==> src/rtl/hdrdc_consts.svh <==
/*
 Constants for the half-duplex repeater direction control.
 Assumes a 25 MHz system clock; times are in ns.
*/
`ifndef HDRDC_CONSTS_SVH
`define HDRDC_CONSTS_SVH

`define HDRDC_CLK_PERIOD_NS 40
// ----------------------------------------
// Timing
// ----------------------------------------
`define HDRDC_DRIVER_RISE_LATENCY_MAX_NS 2000
`define HDRDC_HOLD_MARGIN_PCT 130
`define HDRDC_HOLD_NS ((`HDRDC_DRIVER_RISE_LATENCY_MAX_NS * `HDRDC_HOLD_MARGIN_PCT + 99) / 100)
`define HDRDC_HOLD_CYCLES ((`HDRDC_HOLD_NS + `HDRDC_CLK_PERIOD_NS - 1) / `HDRDC_CLK_PERIOD_NS)
`define HDRDC_ONESHOT_NS 10000000
`define HDRDC_ONESHOT_CYCLES ((`HDRDC_ONESHOT_NS + `HDRDC_CLK_PERIOD_NS - 1) / `HDRDC_CLK_PERIOD_NS)
`define HDRDC_CNT_W 24

`endif

==> src/rtl/hdrdc_pkg.sv <==
/*
 Types for the half-duplex repeater direction control.
 Assumes hdrdc_consts.svh is available on the include path.
*/
`include "hdrdc_consts.svh"

package hdrdc_pkg;

    typedef enum logic [2:0] {
        HDRDC_IDLE = 3'b001,
        HDRDC_A2B = 3'b010,
        HDRDC_B2A = 3'b100
    } hdrdc_dir_e;

    // One segment's transceiver controls
    typedef struct packed {
        logic drv_en;
        logic drv_data;
        logic rx_en;
    } hdrdc_seg_s;

endpackage : hdrdc_pkg

==> src/rtl/hdrdc_sync.sv <==
/*
 Two-flop synchroniser for one receive line, with fall detect.
 Assumes the input is asynchronous; resets to the idle (high) level.
*/
`timescale 1ns/100ps
`default_nettype none

module hdrdc_sync (
    input wire logic clk,
    input wire logic rst,
    input wire logic async_in,
    output logic level,
    output logic fell
);

    logic meta;
    logic prev;

    always_ff @(posedge clk) begin
        if (rst) begin
            meta <= 1'b1;
            level <= 1'b1;
        end else begin
            meta <= async_in;
            level <= meta;
        end
    end

    always_ff @(posedge clk) begin
        if (rst) begin
            prev <= 1'b1;
        end else begin
            prev <= level;
        end
    end

    assign fell = prev & ~level;

endmodule : hdrdc_sync

`default_nettype wire

==> src/rtl/hdrdc_ctrl.sv <==
/*
 Direction control for a half-duplex repeater joining segment A and B.
 Assumes each segment has a transceiver with receive output, driver enable,
 driver data and receiver enable; receive outputs idle high by fail-safe bias.
*/
// How it works
// - Idle with both lines high: receive only
// - First segment receiving decides forwarding direction
// - One-shot: receive fall fires driver pulse
// - One-shot pulse spans the whole packet
// - Own driven side's receive read as high
// - Per-bit: drive low bits in full, high bits only for the hold
// - Per-bit: low enables opposite driver at once
// - Receive high: drive high, hold, then release
// - Hold exceeds driver rise latency by 30%
// - Drive valid high before returning to receive
// - Undriven for rest of high bit, idle
`timescale 1ns/100ps
`default_nettype none

module hdrdc_ctrl
    import hdrdc_pkg::*;
#(
    parameter int unsigned CNT_W = `HDRDC_CNT_W,
    parameter int unsigned HOLD_CYCLES = `HDRDC_HOLD_CYCLES,
    parameter int unsigned ONESHOT_CYCLES = `HDRDC_ONESHOT_CYCLES
) (
    input wire logic clk,
    input wire logic rst,
    input wire logic mode_per_bit,
    input wire logic port_a_rx,
    input wire logic port_b_rx,
    output hdrdc_seg_s port_a_ctrl,
    output hdrdc_seg_s port_b_ctrl,
    output logic port_b_line_driver,
    output hdrdc_dir_e direction
);

    logic a_lvl, a_fell, b_lvl, b_fell;
    logic mode_meta, mode;
    hdrdc_dir_e dir, next_dir;
    logic [CNT_W-1:0] cnt, next_cnt;
    logic drive_low, next_drive_low;

    // A zero count would release at once or never expire; treat it as one clock
    function automatic logic [CNT_W-1:0] cycles_of(input int unsigned n);
        cycles_of = (n == 0) ? CNT_W'(1) : CNT_W'(n);
    endfunction : cycles_of

    // ----------------------------------------
    // Input synchronisers
    // ----------------------------------------
    // Both lines reset to their idle high, so no false fall follows reset
    hdrdc_sync u_sync_a (
        .clk(clk),
        .rst(rst),
        .async_in(port_a_rx),
        .level(a_lvl),
        .fell(a_fell)
    );

    hdrdc_sync u_sync_b (
        .clk(clk),
        .rst(rst),
        .async_in(port_b_rx),
        .level(b_lvl),
        .fell(b_fell)
    );

    // Mode strap is a pin too, so it is synchronised like the lines
    // A mode change takes effect at once, even inside a packet
    always_ff @(posedge clk) begin
        if (rst) begin
            mode_meta <= 1'b0;
            mode <= 1'b0;
        end else begin
            mode_meta <= mode_per_bit;
            mode <= mode_meta;
        end
    end

    // ----------------------------------------
    // Direction and timing
    // ----------------------------------------
    // Source line of the active direction; idle reads as a quiet high
    logic src_lvl, src_fell;
    always_comb begin
        src_lvl = 1'b1;
        src_fell = 1'b0;
        case (dir)
            HDRDC_A2B: begin
                src_lvl = a_lvl;
                src_fell = a_fell;
            end
            HDRDC_B2A: begin
                src_lvl = b_lvl;
                src_fell = b_fell;
            end
            default: begin
                src_lvl = 1'b1;
                src_fell = 1'b0;
            end
        endcase
    end

    // ----------------------------------------
    // Next state
    // ----------------------------------------
    // A low lasting longer than the one-shot lets the pulse expire with the
    // source still low; the driver drops for one clock and then re-arms,
    // so the one-shot length must outlast the longest gap between falls.
    always_comb begin
        next_dir = dir;
        next_cnt = cnt;
        next_drive_low = drive_low;
        case (dir)
            HDRDC_IDLE: begin
                next_drive_low = 1'b0;
                next_cnt = '0;
                // Per-bit starts with no count; one-shot starts its pulse
                // A wins a same-cycle tie so only one direction opens
                if (!a_lvl) begin
                    next_dir = HDRDC_A2B;
                    next_drive_low = 1'b1;
                    next_cnt = mode ? '0 : cycles_of(ONESHOT_CYCLES);
                end else if (!b_lvl) begin
                    next_dir = HDRDC_B2A;
                    next_drive_low = 1'b1;
                    next_cnt = mode ? '0 : cycles_of(ONESHOT_CYCLES);
                end
            end
            HDRDC_A2B, HDRDC_B2A: begin
                // The reverse line is never read here, so nothing turns until the next return to idle
                if (mode) begin
                    // Per-bit: the far receive line is ignored here, which
                    // keeps the direction locked while we drive it
                    if (!src_lvl) begin
                        next_drive_low = 1'b1;
                        next_cnt = '0;
                    end else if (drive_low) begin
                        next_drive_low = 1'b0;
                        next_cnt = cycles_of(HOLD_CYCLES);
                    end else if (cnt > CNT_W'(1)) begin
                        next_cnt = cnt - CNT_W'(1);
                    end else begin
                        next_cnt = '0;
                        next_dir = HDRDC_IDLE;
                    end
                end else begin
                    // One-shot: the line is forwarded as is; every falling
                    // edge re-arms the pulse
                    next_drive_low = ~src_lvl;
                    if (src_fell) begin
                        next_cnt = cycles_of(ONESHOT_CYCLES);
                    end else if (cnt > CNT_W'(1)) begin
                        next_cnt = cnt - CNT_W'(1);
                    end else begin
                        next_cnt = '0;
                        next_dir = HDRDC_IDLE;
                        next_drive_low = 1'b0;
                    end
                end
            end
            default: begin
                next_dir = HDRDC_IDLE;
                next_cnt = '0;
                next_drive_low = 1'b0;
            end
        endcase
    end

    // ----------------------------------------
    // State registers
    // ----------------------------------------
    // Direction, counter and data phase each keep their own register
    always_ff @(posedge clk) begin
        if (rst) begin
            dir <= HDRDC_IDLE;
        end else begin
            dir <= next_dir;
        end
    end

    always_ff @(posedge clk) begin
        if (rst) begin
            cnt <= '0;
            drive_low <= 1'b0;
        end else begin
            cnt <= next_cnt;
            drive_low <= next_drive_low;
        end
    end

    // ----------------------------------------
    // Transceiver outputs, all registered
    // ----------------------------------------
    always_ff @(posedge clk) begin
        if (rst) begin
            port_a_ctrl <= '{drv_en: 1'b0, drv_data: 1'b1, rx_en: 1'b1};
            port_b_ctrl <= '{drv_en: 1'b0, drv_data: 1'b1, rx_en: 1'b1};
            port_b_line_driver <= 1'b0;
            direction <= HDRDC_IDLE;
        end else begin
            // Pins follow the source three clocks late: two sync flops and this one
            // Drive data rests high whenever no low bit is being forwarded
            // Only one direction state exists, so both drivers can't be on
            port_b_ctrl.drv_en <= (next_dir == HDRDC_A2B);
            port_a_ctrl.drv_en <= (next_dir == HDRDC_B2A);
            port_b_line_driver <= (next_dir == HDRDC_A2B);
            // Driving side's receiver is disabled and seen as high
            port_b_ctrl.rx_en <= (next_dir != HDRDC_A2B);
            port_a_ctrl.rx_en <= (next_dir != HDRDC_B2A);
            port_b_ctrl.drv_data <= ~(next_dir == HDRDC_A2B && next_drive_low);
            port_a_ctrl.drv_data <= ~(next_dir == HDRDC_B2A && next_drive_low);
            direction <= next_dir;
        end
    end

endmodule : hdrdc_ctrl

`default_nettype wire

==> config.mk <==
export PLATFORM = sky130hd
export DESIGN_NAME = hdrdc_ctrl
export DESIGN_NICKNAME = d
export VERILOG_FILES = /design/src/rtl/hdrdc_pkg.sv /design/src/rtl/hdrdc_sync.sv /design/src/rtl/hdrdc_ctrl.sv
export VERILOG_INCLUDE_DIRS = /design/src /design/src/rtl
export SDC_FILE = /design/constraint.sdc
export NUM_CORES = 1
export LEC_CHECK = 0
export BUFFER_PORTS_ARGS = -buffer_cell sky130_fd_sc_hd__buf_4
export CAP_MARGIN = 20
export CELL_PAD_IN_SITES_DETAIL_PLACEMENT = 0
export CELL_PAD_IN_SITES_GLOBAL_PLACEMENT = 1
export CORE_MARGIN = 2
export CORE_UTILIZATION = 43
export CTS_BUF_LIST = sky130_fd_sc_hd__clkbuf_2
export CTS_CLUSTER_DIAMETER = 80
export DETAILED_ROUTE_END_ITERATION = 16
export GPL_ROUTABILITY_DRIVEN = 0
export PLACE_DENSITY = 0.76
export SLEW_MARGIN = 20
export SYNTH_ARGS = -nofsm -noshare
export SYNTH_HDL_FRONTEND = slang
export SYNTH_SLANG_ARGS = --single-unit
==> constraint.sdc <==
create_clock -name clk -period 1.72 [get_ports clk]
set_input_delay 0.172 -clock clk [delete_from_list [all_inputs] [get_ports clk]]
set_output_delay 0.172 -clock clk [all_outputs]
set_load 0.03 [all_outputs]
**Word level (Yosys, flattened, before mapping)**

Cells that the tools add are included.

- Bits in registers: 42
- Output and inout bits: 10
- Logic and storage cells: 62

- Add/subtract/negate cells: 1
- Order comparisons: 1
- Eq/ne operators: 7
- Muxes and demuxes: 26
- Bitwise gates (word level): 7
- Reductions and logical operators: 3

Operators with widths:

| kind | number |
|---|---|
| 2-to-1 mux 24 bit | 5 |
| 2-to-1 mux 18 bit | 3 |
| one-hot mux 24 bit (2 select lines) | 1 |
| greater-than comparator 24 x 1 -> 1 bit, second input constant | 1 |
| subtractor 24 x 1 -> 24 bit, second input constant | 1 |
| 2-to-1 mux 3 bit | 7 |
| == test 3 x 2 -> 1 bit, second input constant | 2 |
| == test 3 bit, second input constant | 2 |
| 2-to-1 mux 1 bit | 6 |
| one-hot mux 1 bit (2 select lines) | 3 |
| one-hot mux 3 bit (2 select lines) | 1 |
| NOT 1 bit | 5 |
| == test 3 x 1 -> 1 bit, second input constant | 1 |
| != test 3 x 2 -> 1 bit, second input constant | 1 |
| != test 3 bit, second input constant | 1 |
| bitwise AND 1 bit | 2 |
| logical AND 1 bit | 2 |
| OR reduction 2 bit | 1 |

**Depth between registers and ports, before layout**

Gate-level depths: netlist (run 1).

- Word-level depth: 9
- Depth in mapped cells: 8

**Cells and area by module**

Synthesis (run 1) repeated with hierarchy kept, for this count alone.

- Cells, all modules: 223
- Area, all modules: 2,038.2 µm²

Modules (own cells, without submodules):

| module | times used | cells an instance | area an instance (µm²) | sequential area each (µm²) |
|---|---|---|---|---|
| hdrdc_ctrl | 1 | 209 | 1,868.0 | 720.7 |
| hdrdc_sync | 2 | 7 | 85.1 | 60.1 |

**Worst setup path after synthesis (run 1)**

OpenSTA, ideal clock, no wires.

- Path kind: register to register
- Start: register, netlist name direction[2]
- End: register cnt[5]
- Arrival: 1,849 ps
- Required time: 1,658 ps
- Setup slack: -191 ps
- Stages on the path, launching flop included: 8
- Path buffers: 2
- Period minus slack after synthesis: 1,911 ps
- Path through: dfxtp_1 buf_6 nor4b_2 a22o_1 a2111o_1 nand3b_4 buf_12 nor2_4

RTL lines:

| item | line | source |
|---|---|---|
| to (signal assigned) | hdrdc_ctrl.sv:189 | `cnt <= next_cnt;` |
| to (decl) | hdrdc_ctrl.sv:42 | `logic [CNT_W-1:0] cnt, next_cnt;` |

**Worst setup path after layout (run 1)**

- Start: register cnt[20]
- End: register port_b_ctrl[0] (netlist name)

- Cells in the longest elaborated chain, start to end: 7
- Elaborated cells between the ends (all ways): 8

RTL lines:

| item | line | source |
|---|---|---|
| greater-than comparator 24 x 1 -> 1 bit (*) | hdrdc_ctrl.sv:143, hdrdc_ctrl.sv:155 |  |
| 2-to-1 mux 3 bit (*) | hdrdc_ctrl.sv:143, hdrdc_ctrl.sv:155 |  |
| 2-to-1 mux 3 bit | hdrdc_ctrl.sv:140 | `end else if (drive_low) begin` |
| 2-to-1 mux 3 bit | hdrdc_ctrl.sv:137 | `if (!src_lvl) begin` |
| 2-to-1 mux 3 bit (*) | hdrdc_ctrl.sv:134 | `if (mode) begin` |
| one-hot mux 3 bit (2 select lines) (*) | hdrdc_ctrl.sv:116 | `case (dir)` |
| != test 3 x 2 -> 1 bit (*) | hdrdc_ctrl.sv:211 | `port_b_ctrl.rx_en <= (next_dir != HDRDC_A2B);` |
| to (signal assigned) | hdrdc_ctrl.sv:200 | `port_b_ctrl <= '{drv_en: 1'b0, drv_data: 1'b1, rx_en: 1'b1};` |
| to (decl) | hdrdc_ctrl.sv:34 | `output hdrdc_seg_s port_b_ctrl,` |

Every way passes the cells marked *; elsewhere a longest branch is shown, timed or not.
A chain may end at the register's enable or synchronous reset.

==> flow_summary_export.csv, run 1 <==
group,metric,value,unit
status,status,"finished with violations",
status,violations,"setup timing",
critical_path,cp_max_fo,4,
cts,path_clk_slew,0.21,ns
sta,finalHoldViolCount,0,
sta,slew_viol_final,0,
sta,finalSetupViolCount,24,
power_and_ir_drop,peakVddDrop,0.433,mV
place,place_area,0.00251,mm2
critical_path,critical_path_class,"reg2reg",
finish,fin_area,0.00276,mm2
finish,num_antenna_cells,0,
synthesis,syn-num-nets,223,
sta,finalSetupTns,-0.819,ns
synthesis,synthTopCellsByArea,"dfxtp_1 41%, nor2_4 4.9%, xnor2_1 3.8%",
finish,drive_above_1_share,44.1,%
die,num_io_pins,15,
sta,timing.slew.headroom,72.7,%
finish,final_cell_mix,"56 x buf_4, 34 x dfxtp_1, 15 x nor2_1",
synthesis,synth_seq_cells,42,
synthesis,synth_area,0.00206,mm2
cts,clock_sinks,42,
worst_hold_path,worstHoldPathType,"reg2reg",
die,core_area,0.00466,mm2
critical_path,required,2.09,ns
grt,grt_start_max_net_pins,13,
power_and_ir_drop,powerDensity,652,mW/mm2
cts,cts_tree,"built",
sta,period_minus_slack,1.79,ns
finish,nNetsFinal,285,
grt,antenna_found_initial,0,
die,initial_core_util,44.1,%
drt,drtIter0Drc,46,
finish,fin_cells,333,
synthesis,yosysUniqueCellTypes,52,
synthesis,ys.flop_type,"dfxtp_1",
synthesis,synth_area_leader_cell,"dfxtp_1",
synthesis,async_reset_ff_share,0,%
power_and_ir_drop,p_leak,1.15,nW
synthesis,synth_edf_count,0,
drt,drtPass1Iterations,4,
die,fp.dieH,73.1,um
synthesis,synth_top_area_share,40.9,%
grt,grt-ovfl-total,0,
die,rows,25,
cts,clk_latency,0.40,ns
critical_path,cp-end-kind,"flip-flop",
critical_path,critPathArrivalTime,2.15,ns
finish,layout_commonest_cell,"buf_4",
critical_path,r2r_setup_slack,-0.07,ns
synthesis,yosysWarningCount,0,
drt,drc_errors,0,
finish,area_delta_synth_final,34.4,%
grt,first_global_vias,1553,
job,cap_viol_max_count,0,
die,die_w,73.1,um
finish,fin_util,59.3,%
grt,grt_usage,17.9,%
sta,worst_pin_slew,0.409,ns
grt,grt_first_pass_wirelength,7290,um
drt,ant_nets,0,
sta,finalCritPeriodShare,104,%
sta,whs,0.439,ns
drt,wl,4160,um
sta,setup_ws,-0.0677,ns
sta,max_freq,0.559,GHz
cts,cts_buffers,5,
drt,detailroute.via_count,1698,
die,dieArea,0.00535,mm2
sta,fin_skew,0.0169,ns
place,io_buffers,14,
synthesis,syn_area_per_cell,9.52,um2
drt,detail_route.wl_per_cell,12.5,um
drt,vias_per_cell,5.10,
cts,cts_root_buffer,"clkbuf_2",
synthesis,yosysSeqAreaShare,40.9,%
synthesis,postSynthCellCount,216,
critical_path,cp-start-kind,"flip-flop",
place,numPlacedInstances,315,
finish,fill_cells,423,
sta,rsz0062_at_grt,"true",
place,hpwl,3050,um
cts,cts-htree-levels,2,
cts,cts.path.max_buffers,2,
routing by layer:
| metal | vias up | global-route usage, % | wire [um] | share of wire (%) |
|---|---|---|---|---|
| met2 | 22 | 24.2 | 1810 | 44 |
| met4 | 0 | 6.79 | 86 | 2.1 |
| met3 | 8 | 4.83 | 119 | 2.9 |
| met1 | 786 | 26.6 | 2140 | 51 |
| li1 | 882 | - | - | - |
| met5 | - | 0 | 0 | 0 |
worst max-delay path, stage by stage, from the launching register on:
cell,delay [ns]
dfxtp_2,0.36
or4_4,0.55
nor4_4,0.19
buf_4,0.15
nand4_1,0.19
nand2_1,0.20
a21o_1,0.13
where the power goes:
part	internal (mW)	leakage (nW)	switching [mW]
clock	0.100	0.0304	0.308
combinational	0.185	0.778	0.196
sequential	0.991	0.345	0.0186
flip-flops by register name, indices dropped and copies added (netlist names), 2 cells and up:
name,count
direction,3
cnt,24
port_b_ctrl,2
port_a_ctrl,3
cell type report:
| class | count | area [um2] | share of cell area (%) |
|---|---|---|---|
| tap | 54 | 67.6 | 2.45 |
| clock buffer | 6 | 30.0 | 1.09 |
| sequential | 42 | 856 | 31.0 |
| multi-input combinational | 160 | 1250 | 45.3 |
| inverter | 4 | 15.0 | 0.543 |
| clock inverter | 2 | 8.76 | 0.317 |
| timing repair buffer | 65 | 533 | 19.3 |
timing repair:
action                     CTS  global route
setup endpoints to repair   34            34
hold buffers                 5             0
hold endpoints to repair     4             0
setup buffers                2             3
resized for setup           12            19
pin swaps                    7            12
metrics by stage:
| step | setup slack (ns) | total power [mW] |
|---|---|---|
| after floorplan | -0.0137 | 1.27 |
| after global placement | -0.0947 | 1.36 |
| after detailed placement | -0.155 | 1.36 |
| after CTS | -0.0699 | 1.80 |
| after global routing | -0.217 | 1.91 |
| final | -0.0677 | 1.80 |
worst paths after layout:
kind / startpoint / end / depth (start not counted)
min reg2reg: u_sync_a.meta / u_sync_a.level / 1
max: cnt[20] / port_b_ctrl[0] / 6
max reg2reg: cnt[20] / port_b_ctrl[0] / 6
min: u_sync_a.meta / u_sync_a.level / 1
synth_stat cells, types with 4 or more instances:
cell	instances
o21ai_0	4
nand2_1	16
nand2b_1	5
inv_1	4
xor2_1	9
nor2b_1	4
nor3_1	4
nor2_4	9
a211oi_1	5
nor2_1	16
nand4_1	5
clkbuf_1	4
a21o_1	4
or2_2	8
nor4_1	4
dfxtp_1	42
a21oi_1	13
xnor2_1	9
logic make-up after synthesis:
family / count (synthesis) / synth area share, %
AOI/OAI and AO/OA: 40 / 13.0
xor gates and xnor gates: 18 / 7.67
adders and majority gates: 2 / 1.22
buffers and inverters: 14 / 4.08
DFF: 42 / 40.9
and+or+nand+nor: 100 / 33.2
No activity file was read; power rests on OpenSTA's default activity.
==> run 2, diff against run 1 <==
CORE_MARGIN = 8   (was 2)
==> flow_summary_export.csv, run 2 (synthesized netlist as in run 1, its figures left out) <==
group,metric,value,unit
status,status,"finished with violations",
status,violations,"setup timing",
cts,cts.path.max_buffers,2,
finish,fin_area,0.00276,mm2
sta,setup_ws,-0.0680,ns
sta,rsz0062_at_grt,"true",
cts,cts_root_buffer,"clkbuf_2",
drt,detailroute.via_count,1672,
finish,fin_util,59.3,%
finish,largest-register,"cnt",
power_and_ir_drop,finalPower,1.81,mW
grt,grt_first_pass_wirelength,7220,um
grt,grt-ovfl-total,0,
sta,finalSetupTns,-0.842,ns
sta,finalHoldViolCount,0,
die,num_io_pins,15,
place,hpwl,3140,um
sta,worst_pin_slew,0.415,ns
drt,wl,4310,um
drt,drc_errors,0,
worst_hold_path,worstHoldPathType,"reg2reg",
place,io_buffers,14,
cts,cts_buffers,5,
sta,finalCritPeriodShare,104,%
worst_hold_path,hold_path_depth,1,
cts,path_clk_slew,0.20,ns
critical_path,cp-end-kind,"flip-flop",
die,initial_core_util,44.1,%
finish,nNetsFinal,282,
critical_path,r2r_setup_slack,-0.07,ns
place,place_ws,-0.146,ns
power_and_ir_drop,powerDensity,654,mW/mm2
critical_path,required,2.05,ns
die,die_w,85.1,um
sta,max_freq,0.559,GHz
finish,drive_above_1_share,44.7,%
critical_path,cp-start-kind,"flip-flop",
grt,grt_start_max_net_pins,13,
die,dieArea,0.00725,mm2
sta,period_minus_slack,1.79,ns
drt,drtIter0Drc,67,
worst_hold_path,worstHoldStart,"u_sync_b.meta",
drt,detail_route.wl_per_cell,13.1,um
critical_path,critical_path_class,"reg2reg",
power_and_ir_drop,peakVddDrop,0.326,mV
critical_path,ff2ff_path_depth,6,
place,place_area,0.00252,mm2
sta,slew_viol_final,0,
drt,drtPass1Iterations,4,
drt,vias_per_cell,5.08,
die,fp.dieH,85.1,um
die,rows,25,
place,numPlacedInstances,316,
critical_path,reg2reg_to,"cnt[9]",
critical_path,cp_max_fo,10,
grt,first_global_vias,1556,
sta,finalSetupViolCount,23,
die,core_area,0.00466,mm2
cts,cts_tree,"built",
finish,largest_reg_flops,24,
finish,reg_top3,"cnt (24), direction (3), port_a_ctrl (3)",
critical_path,reg2reg_from,"direction[0]",
critical_path,crit_path_start,"direction[0]",
cts,clk_latency,0.38,ns
cts,cts-htree-levels,2,
finish,layout_commonest_cell,"buf_4",
finish,fin_cells,329,
sta,whs,0.435,ns
sta,timing.slew.headroom,72.4,%
critical_path,critPathArrivalTime,2.12,ns
finish,num_antenna_cells,0,
finish,area_delta_synth_final,34.4,%
finish,final_cell_mix,"52 x buf_4, 34 x dfxtp_1, 15 x nor2_1",
worst_hold_path,hold_end,"u_sync_b.level",
sta,fin_skew,0.0105,ns
job,cap_viol_max_count,0,
grt,grt_usage,12.3,%
power_and_ir_drop,p_leak,1.15,nW
grt,antenna_found_initial,0,
cts,clock_sinks,42,
drt,ant_nets,0,
[run 2: changes by cell type in the layout (fill, tap and decap cells not counted), sizes merged]
cell / previous run / this run
clkinv: 2 / 0
buf: 60 / 57
clkbuf: 6 / 7
[run 2: power breakdown]
| part | total, mW | internal, mW | switching, mW |
|---|---|---|---|
| Clock | 0.407 | 0.106 | 0.301 |
| Sequential | 1.01 | 0.990 | 0.0189 |
| Combinational | 0.392 | 0.188 | 0.204 |
[run 2: cell type report]
type                    instances  area, um2
clock buffers                   7       35.0
fillers                       436       1900
inverters                       4       15.0
multi-input cells             160       1270
flip-flops and latches         42        858
well taps                      54       67.6
repair buffers                 62        514
[run 2: metal layers]
layer  track usage [%]  part of all wire, %  up-vias
met4              3.88                 0.56        0
li1                  -                    -      883
met2              17.8                   45       14
met3              3.47                  2.9        2
met5                 0                    0        -
met1              16.9                   51      773
[run 2: worst max-delay path by stage]
stage	endpoint	slack, ns	cells past startpoint
after detailed placement	drive_low	-0.15	6
after global placement	drive_low	-0.1	6
final	cnt[9]	-0.07	6
after floorplan	cnt[5]	-0.01	7
after CTS	direction[0]	-0.09	6
after global routing	direction[0]	-0.21	6
[run 2: critical path: stages (launching register included)]
cell      delay [ns]
dfxtp_2         0.51
nor4b_2         0.09
a22o_1          0.24
a2111o_1        0.40
nand3b_4        0.20
buf_12          0.18
nor2_1          0.10
[run 2: timing repair]
item / CTS / global route
endpoints found under the setup margin: 34 / 33
resized for setup: 8 / 31
pin swaps: 8 / 10
setup buffers: 1 / 0
hold endpoints to repair: 4 / 0
hold buffers: 5 / 0
